===== config.mk =====
export PLATFORM = sky130hd
export DESIGN_NAME = commutation_timing_config_regs
export DESIGN_NICKNAME = d
export VERILOG_FILES = /design/src/commutation_timing_pkg.sv /design/src/commutation_timing_config_regs.sv
export SDC_FILE = /design/constraint.sdc
export NUM_CORES = 1
export LEC_CHECK = 0
export BUFFER_PORTS_ARGS = -buffer_cell sky130_fd_sc_hd__buf_2
export CAP_MARGIN = 20
export CORE_AREA = 2 2 129 131
export DETAILED_ROUTE_END_ITERATION = 6
export DIE_AREA = 0 0 131 133
export PLACE_DENSITY = 0.54
export SLEW_MARGIN = 20
export SYNTH_ARGS = -nofsm -noshare
export SYNTH_HDL_FRONTEND = slang
export SYNTH_SLANG_ARGS = --single-unit

===== constraint.sdc =====
create_clock -name sys_clk -period 17.6 [get_ports sys_clk]
set_input_delay 0 -clock sys_clk [delete_from_list [all_inputs] [get_ports sys_clk]]
set_output_delay 0 -clock sys_clk [all_outputs]
set_load 0.01 [all_outputs]

===== src/commutation_timing_pkg.sv =====
package commutation_timing_pkg;

  // register access
  localparam int          ADDR_W             = 6;
  localparam int          DATA_W             = 8;
  localparam logic [5:0]  PHASE_ADV_OFFSET   = 6'h0B;
  localparam logic [5:0]  DELAY_COMP_OFFSET  = 6'h0C;
  localparam logic [7:0]  PHASE_ADV_RESET    = 8'h00;
  localparam logic [7:0]  DELAY_COMP_RESET   = 8'h00;

  // field positions
  localparam int          ADV_LEVEL_LSB      = 0;
  localparam int          ADV_LEVEL_W        = 3;
  localparam int          TARGET_SEL_LSB     = 0;
  localparam int          TARGET_SEL_W       = 4;
  localparam int          COMP_ENABLE_BIT    = 4;

  // timing
  localparam int          CLK_PERIOD_NS      = 100;
  localparam int          DELAY_FIRST_NS     = 400;
  localparam int          DELAY_STEP_NS      = 200;
  localparam int          DELAY_CYC_W        = 6;
  localparam int          DEG_W              = 5;
  localparam int          PHASES             = 3;

  typedef struct packed {
    logic [ADDR_W-1:0] addr;
    logic              wr_en;
    logic              rd_en;
    logic [DATA_W-1:0] wr_data;
  } reg_req_type;

  typedef struct packed {
    logic [ADV_LEVEL_W-1:0]                  phase_advance_level;
    logic                                    delay_comp_enable;
    logic [TARGET_SEL_W-1:0]                 target_delay_select;
    logic [DEG_W-1:0]                        advance_deg;
    logic [DELAY_CYC_W-1:0]                  target_cycles;
    logic [DATA_W-1:0]                       rd_data;
    logic [PHASES-1:0]                       in_last;
    logic [PHASES-1:0]                       pend;
    logic [PHASES-1:0]                       pend_val;
    logic [PHASES-1:0][DELAY_CYC_W-1:0]      cnt;
    logic [PHASES-1:0]                       phase_out;
  } state_type;

endpackage


===== src/commutation_timing_config_regs.sv =====
`timescale 1ns/1ns
`default_nettype none
module commutation_timing_config_regs (
  // clock and reset
  input  wire logic                                            sys_clk,
  input  wire logic                                            reset,
  input  wire logic                                            ce,
  // register access from the serial port decoder
  input  wire commutation_timing_pkg::reg_req_type             req,
  output logic [commutation_timing_pkg::DATA_W-1:0]            rd_data,
  // configuration outputs
  output logic [commutation_timing_pkg::ADV_LEVEL_W-1:0]       phase_advance_level,
  output logic [commutation_timing_pkg::DEG_W-1:0]             advance_deg,
  output logic                                                 delay_comp_enable,
  output logic [commutation_timing_pkg::TARGET_SEL_W-1:0]      target_delay_select,
  output logic [commutation_timing_pkg::DELAY_CYC_W-1:0]       target_cycles,
  // phase timing path
  input  wire logic [commutation_timing_pkg::PHASES-1:0]       phase_in,
  input  wire logic [commutation_timing_pkg::DELAY_CYC_W-1:0]  intrinsic_cycles,
  output logic [commutation_timing_pkg::PHASES-1:0]            phase_out
);

  localparam int CYC_W   = commutation_timing_pkg::DELAY_CYC_W;
  localparam int ADV_LSB = commutation_timing_pkg::ADV_LEVEL_LSB;
  localparam int ADV_W   = commutation_timing_pkg::ADV_LEVEL_W;
  localparam int TGT_LSB = commutation_timing_pkg::TARGET_SEL_LSB;
  localparam int TGT_W   = commutation_timing_pkg::TARGET_SEL_W;
  localparam int EN_BIT  = commutation_timing_pkg::COMP_ENABLE_BIT;

  // the decode tables and read muxes are written for these sizes only
  initial begin
    if (commutation_timing_pkg::DELAY_STEP_NS %
        commutation_timing_pkg::CLK_PERIOD_NS != 0)
      $error("delay step is not a whole number of clock cycles");
    if (commutation_timing_pkg::DELAY_FIRST_NS %
        commutation_timing_pkg::CLK_PERIOD_NS != 0)
      $error("first delay is not a whole number of clock cycles");
    if (ADV_W != 3 ||
        TGT_W != 4 ||
        commutation_timing_pkg::DATA_W != 8)
      $error("field widths do not match the decode tables");
    if ((commutation_timing_pkg::DELAY_FIRST_NS +
         ((1 << TGT_W) - 2) * commutation_timing_pkg::DELAY_STEP_NS) /
        commutation_timing_pkg::CLK_PERIOD_NS >= (1 << CYC_W))
      $error("longest target delay does not fit the cycle counter");
  end

  function automatic logic [commutation_timing_pkg::DEG_W-1:0] deg_of(
    input logic [2:0] lvl);
    case (lvl)
      3'h0: deg_of = 5'h00;
      3'h1: deg_of = 5'h04;
      3'h2: deg_of = 5'h07;
      3'h3: deg_of = 5'h0B;
      3'h4: deg_of = 5'h0F;
      3'h5: deg_of = 5'h14;
      3'h6: deg_of = 5'h19;
      default: deg_of = 5'h1E;
    endcase
  endfunction

  function automatic logic [CYC_W-1:0] cycles_of(input logic [3:0] code);
    int ns;
    ns = 0;
    if (code != 4'h0)
      ns = commutation_timing_pkg::DELAY_FIRST_NS +
           (int'(code) - 1) * commutation_timing_pkg::DELAY_STEP_NS;
    cycles_of = CYC_W'(ns / commutation_timing_pkg::CLK_PERIOD_NS);
  endfunction

  commutation_timing_pkg::state_type s_q;
  commutation_timing_pkg::state_type s_d;

  always_comb begin
    logic [CYC_W-1:0] var_cyc;
    var_cyc = '0;
    s_d = s_q;
    // writes: reserved bits are never stored
    if (req.wr_en && req.addr == commutation_timing_pkg::PHASE_ADV_OFFSET) begin
      s_d.phase_advance_level = req.wr_data[ADV_LSB +: ADV_W];
    end else if (req.wr_en &&
                 req.addr == commutation_timing_pkg::DELAY_COMP_OFFSET) begin
      s_d.delay_comp_enable   = req.wr_data[EN_BIT];
      s_d.target_delay_select = req.wr_data[TGT_LSB +: TGT_W];
    end
    s_d.advance_deg   = deg_of(s_d.phase_advance_level);
    s_d.target_cycles = cycles_of(s_d.target_delay_select);
    // reads: unmapped addresses return zero
    if (req.rd_en && req.addr == commutation_timing_pkg::PHASE_ADV_OFFSET) begin
      s_d.rd_data = {5'h00, s_q.phase_advance_level};
    end else if (req.rd_en &&
                 req.addr == commutation_timing_pkg::DELAY_COMP_OFFSET) begin
      s_d.rd_data = {3'h0, s_q.delay_comp_enable,
                     s_q.target_delay_select};
    end else if (req.rd_en) begin
      s_d.rd_data = 8'h00;
    end
    // added delay is target minus what the driver already spends
    if (s_q.target_cycles > intrinsic_cycles)
      var_cyc = s_q.target_cycles - intrinsic_cycles;
    for (int p = 0; p < commutation_timing_pkg::PHASES; p++) begin
      s_d.in_last[p] = phase_in[p];
      if (!s_q.delay_comp_enable) begin
        // bypass also drops any edge still waiting
        s_d.phase_out[p] = phase_in[p];
        s_d.pend[p]      = 1'b0;
        s_d.cnt[p]       = '0;
      end else if (phase_in[p] != s_q.in_last[p]) begin
        // a new edge restarts the wait; an edge shorter than the wait is lost
        if (var_cyc == '0) begin
          s_d.phase_out[p] = phase_in[p];
          s_d.pend[p]      = 1'b0;
        end else begin
          s_d.pend[p]     = 1'b1;
          s_d.pend_val[p] = phase_in[p];
          s_d.cnt[p]      = var_cyc;
        end
      end else if (s_q.pend[p]) begin
        if (s_q.cnt[p] == CYC_W'(1)) begin
          s_d.phase_out[p] = s_q.pend_val[p];
          s_d.pend[p]      = 1'b0;
        end
        s_d.cnt[p] = s_q.cnt[p] - CYC_W'(1);
      end
    end
  end

  always_ff @(posedge sys_clk) begin
    if (reset) begin
      s_q <= '0;
    end else if (ce) begin
      s_q <= s_d;
    end
  end

  assign rd_data             = s_q.rd_data;
  assign phase_advance_level = s_q.phase_advance_level;
  assign advance_deg         = s_q.advance_deg;
  assign delay_comp_enable   = s_q.delay_comp_enable;
  assign target_delay_select = s_q.target_delay_select;
  assign target_cycles       = s_q.target_cycles;
  assign phase_out           = s_q.phase_out;

  a_adv_write_store: assert property (@(posedge sys_clk) disable iff (reset)
    ce && req.wr_en && req.addr == commutation_timing_pkg::PHASE_ADV_OFFSET
    |=> phase_advance_level == $past(req.wr_data[2:0]))
    else $error("advance level not stored");

  a_adv_deg_map: assert property (@(posedge sys_clk) disable iff (reset)
    advance_deg == deg_of(phase_advance_level))
    else $error("advance degrees do not match level");

  a_comp_en_store: assert property (@(posedge sys_clk) disable iff (reset)
    ce && req.wr_en && req.addr == commutation_timing_pkg::DELAY_COMP_OFFSET
    |=> delay_comp_enable == $past(req.wr_data[4]))
    else $error("compensation enable not stored");

  a_target_cyc_map: assert property (@(posedge sys_clk) disable iff (reset)
    target_cycles == cycles_of(target_delay_select))
    else $error("target cycles do not match code");

  a_rsv_read_zero: assert property (@(posedge sys_clk) disable iff (reset)
    ce && req.rd_en && req.addr == commutation_timing_pkg::DELAY_COMP_OFFSET
    |=> rd_data[7:5] == 3'h0 && rd_data[4] == $past(delay_comp_enable))
    else $error("delay register read wrong");

  a_reset_clears: assert property (@(posedge sys_clk)
    reset |=> rd_data == 8'h00 && phase_advance_level == 3'h0
              && !delay_comp_enable)
    else $error("reset values wrong");

  a_bypass_follow: assert property (@(posedge sys_clk) disable iff (reset)
    ce && !delay_comp_enable |=> phase_out == $past(phase_in))
    else $error("bypass does not follow input");

  // a fresh edge restarts the wait, so the count, not the time, is bounded
  a_pend_bounded: assert property (@(posedge sys_clk)
    disable iff (reset || !ce)
    s_q.pend[0] |-> s_q.cnt[0] != 6'h00 && s_q.cnt[0] <= 6'h20)
    else $error("waiting edge count out of range");

  a_pend_release: assert property (@(posedge sys_clk)
    disable iff (reset || !ce)
    delay_comp_enable && s_q.pend[0] && s_q.cnt[0] == CYC_W'(1)
    && phase_in[0] == s_q.in_last[0]
    |=> phase_out[0] == $past(s_q.pend_val[0]) && !s_q.pend[0])
    else $error("waiting edge not released on time");

  a_edge_loads: assert property (@(posedge sys_clk)
    disable iff (reset || !ce)
    delay_comp_enable && phase_in[0] != s_q.in_last[0]
    && target_cycles > intrinsic_cycles
    |=> s_q.pend[0] && s_q.cnt[0] == $past(target_cycles - intrinsic_cycles))
    else $error("edge did not load the added wait");

  a_bypass_clears: assert property (@(posedge sys_clk)
    disable iff (reset)
    ce && !delay_comp_enable |=> s_q.pend == 3'h0)
    else $error("bypass left an edge waiting");

  a_adv_rsv_read: assert property (@(posedge sys_clk)
    disable iff (reset)
    ce && req.rd_en && req.addr == commutation_timing_pkg::PHASE_ADV_OFFSET
    |=> rd_data[7:3] == 5'h00 && rd_data[2:0] == $past(phase_advance_level))
    else $error("advance register read wrong");

  a_target_store: assert property (@(posedge sys_clk)
    disable iff (reset)
    ce && req.wr_en && req.addr == commutation_timing_pkg::DELAY_COMP_OFFSET
    |=> target_delay_select == $past(req.wr_data[3:0]))
    else $error("target code not stored");

  // larger codes must never give a shorter angle or delay
  a_deg_rising: assert property (@(posedge sys_clk)
    disable iff (reset)
    phase_advance_level > $past(phase_advance_level)
    |-> advance_deg > $past(advance_deg))
    else $error("advance degrees not rising with level");

  a_delay_rising: assert property (@(posedge sys_clk)
    disable iff (reset)
    target_delay_select > $past(target_delay_select)
    |-> target_cycles > $past(target_cycles))
    else $error("target cycles not rising with code");

endmodule // commutation_timing_config_regs
`default_nettype wire


==> flow_metrics.py <==
metrics = {
    "synthesis": {
        "postSynth.asyncResetShare_pct": 0,
        "avgSynthCellArea_um2": 7.47,
        "yosysMostFrequentCell": "nor2_1",
        "synth_top_flop_cell": "dfxtp_1",
        "netlist_area_um2": 6280,
        "synth-seq-cells": 54,
        "ys_warn_count": 0,
        "netlist_instances": 840,
        "yosys.area.top_type_share_pct": 17.2,
        "synth_edf_count": 0,
        "synth.area.top_cells": "dfxtp_1 (17%), ha_1 (6.4%), nor2_1 (5.4%), mux2i_1 (4.6%), a21oi_1 (4.2%)",
        "netlist_top_cells_count": "nor2_1 (91), nand2_1 (63), dfxtp_1 (54), a21oi_1 (53), nor3_1 (38)",
        "synth_top_area_cell": "dfxtp_1",
        "ys_types": 98,
        "ys_seq_area_share_pct": 17.2,
    },
    "run": {
        "maxCapViolations": 0,
    },
    "routing": {
        "wl_met2_um": 7480,
        "finalWirelength_um": 16700,
        "routedWlPerCell_um": 15.6,
        "top_layer": "met4",
        "wl_met1_um": 8420,
        "first_pass_iters": 5,
        "drc": 0,
        "met3_length_um": 594,
        "ant_nets": 0,
        "dr.first_iter.drc_count": 319,
        "viasPerCell": 5.69,
        "dr_total_vias": 6077,
    },
    "cts": {
        "cts_buffers": 5,
        "clk_path_buf_depth": 2,
        "clk_latency_ns": 0.30,
        "cts-root-buf": "clkbuf_16",
        "cts_tree": "done",
        "cts.clk_slew.worst_paths_ns": 0.07,
        "cts-resized-gates": 0,
        "clock-sinks": 54,
        "cts.htree.levels": 2,
    },
    "critical_path": {
        "worstPathRequired_ns": 17.83,
        "r2r_end": "target_cycles[1]$_SDFFE_PP0P_",
        "startpoint_type": "input port",
        "crit_slowest_cell": "o211ai_1",
        "path_common_cell": "inv_1",
        "ff2ff_setup_slack_ns": 5.58,
        "reg2regPathDepth": 42,
        "cp.arrival_ns": 12.43,
        "cp_slowest_stage_delay_ns": 0.73,
        "path_class": "in2reg",
        "cp-end-kind": "flop",
        "path_max_fanout": 12,
        "rr_startpoint": "target_delay_select[0]$_SDFFE_PP0P_",
    },
    "global_routing": {
        "grt_start_max_net_pins": 57,
        "grt_pass1_vias": 5619,
        "grt-ovfl-total": 0,
        "track_usage_pct": 19.0,
        "antenna_found_initial": 0,
        "grt_pass1_wl_um": 27600,
    },
    "timing": {
        "rsz0062_at_grt": "no",
        "hold_viol": 0,
        "max_freq_ghz": 0.0820,
        "worstMarginPinSlew_ns": 0.892,
        "setup_viol": 0,
        "relSlewSlack_pct": 40.1,
        "finalCriticalPeriod_ns": 12.19,
        "tns_ns": 0,
        "skew_ns": 0.0152,
        "finalCritPeriodShare_pct": 69.3,
        "slew_violations": 0,
    },
    "cells_and_area": {
        "nFillCells": 1711,
        "area_delta_synth_final_pct": 6.42,
        "nNetsFinal": 911,
        "fin_cells": 1068,
        "drive_above_1_share_pct": 13.2,
        "diodes": 0,
    },
    "die": {
        "initial_core_util_pct": 38.8,
        "dieArea_um2": 17400,
        "fp.dieH_um": 133,
        "io_pins": 58,
        "rows": 47,
        "fp.dieW_um": 131,
        "core_um2": 16200,
    },
    "power_and_ir_drop": {
        "irDropWorstVdd_mv": 0.0570,
        "cellLeakagePower_nw": 2.74,
        "power_density_nw_per_um2": 58.5,
        "power_w": 0.000391,
    },
    "hold_path": {
        "hold_depth": 3,
        "min_path_type": "in2reg",
        "hold_path_end": "target_delay_select[0]$_SDFFE_PP0P_",
        "hold_path.startpoint": "req[0]",
    },
    "placement": {
        "hpwl_um": 12800,
        "place_inst": 1058,
        "io_buffer_count": 51,
        "place_congestion": 0.827,
    },
    "status": {
        "status": "finished, final reports clean",
    },
}
==> power breakdown <==
| part | total, W | leakage, nW | switching [W] | internal (W) |
|---|---|---|---|---|
| logic | 0.000157 | 2.22 | 0.0000959 | 0.0000608 |
| registers | 0.000131 | 0.439 | 0.00000396 | 0.000127 |
| clock network | 0.000104 | 0.0759 | 0.0000492 | 0.0000544 |
==> layout make-up <==
type,count,area [um2],share of cell area (%)
Tap cell,220,275,4.12
Clock inverter,3,28.8,0.431
Sequential cell,54,1080,16.2
Timing Repair Buffer,57,305,4.57
Inverter,37,139,2.08
Clock buffer,5,125,1.87
Multi-Input combinational cell,692,4730,70.7
==> state kept, by name, indices dropped and copies added, names as in the netlist <==
register             count
target_delay_select      4
rd_data                  5
delay_comp_enable        1
phase_out                3
target_cycles            6
phase_advance_level      3
s_q                     27
advance_deg              5
==> metal layers <==
| layer | vias up | track usage [%] |
|---|---|---|
| met4 | 0 | 4.26 |
| met3 | 10 | 1.66 |
| li1 | 3112 | - |
| met2 | 139 | 31.1 |
| met1 | 2816 | 27.1 |
| met5 | - | 0 |
==> critical path, delay by kind of cell <==
kind | cells | cell delay [ns]
AOI/OAI and AO/OA | 12 | 3.84
xor gates and xnor gates | 5 | 1.81
adders and majority gates | 5 | 1.78
buffers and inverters | 7 | 0.68
muxes | 3 | 1.17
and+or+nand+nor | 13 | 3.13
==> stage by stage <==
step	hold WS (ns)	worst slack, ns	instance area [um2]	util, %
finish	0.0118	5.41	6680	41.3
global route	0.0380	4.22	6680	41.3
CTS	0.00230	5.46	6680	41.3
detailed placement	0.263	5.21	6510	40.2
global placement	0.261	5.14	6510	40.2
floorplan	0.136	7.38	6290	-
==> repair_timing <==
| action | in CTS | in global routing |
|---|---|---|
| setup buffers | 0 | 0 |
| hold endpoints to repair | 3 | 0 |
| hold buffers | 2 | 0 |
==> layout by cell type (no fill, tap or decap), types with 7 or more instances in the layout <==
master / n
a211oi_1: 11
a21o_1: 12
a21oi_1: 53
a31oi_1: 10
and2_1: 12
and3_1: 11
buf_2: 51
dfxtp_1: 54
ha_1: 32
inv_1: 37
mux2i_1: 29
nand2_1: 63
nand2b_1: 17
nand3_1: 34
nor2_1: 91
nor3_1: 38
o211ai_1: 12
o21a_1: 7
o21ai_0: 35
o22ai_1: 8
or2_2: 7
or3_1: 9
xnor2_1: 25
xor2_1: 12
==> how the worst max path moves through the flow <==
| stage | start | to | slack (ns) | depth (start not counted) |
|---|---|---|---|---|
| global placement | req[15] | target_cycles[1]$_SDFFE_PP0P_ | 5.14 | 45 |
| CTS | req[15] | target_cycles[1]$_SDFFE_PP0P_ | 5.46 | 45 |
| floorplan | req[10] | target_cycles[1]$_SDFFE_PP0P_ | 7.38 | 46 |
| detailed placement | req[15] | target_cycles[1]$_SDFFE_PP0P_ | 5.21 | 44 |
| finish | req[15] | target_cycles[1]$_SDFFE_PP0P_ | 5.41 | 45 |
| global route | req[15] | target_cycles[1]$_SDFFE_PP0P_ | 4.22 | 44 |
==> kinds of logic (layout without fill, tap and decap cells) <==
logic type,after synthesis,count (layout),synth area share (%)
fa+ha+maj,36,36,7.65
xor+xnor,40,40,6.04
other cells,1,3,0.0597
simple gates,339,339,28.1
mux,34,34,5.52
buf+inv,96,102,7.61
flops,54,54,17.2
compound gates,240,240,27.8
(Power assumes the default switching activity.)
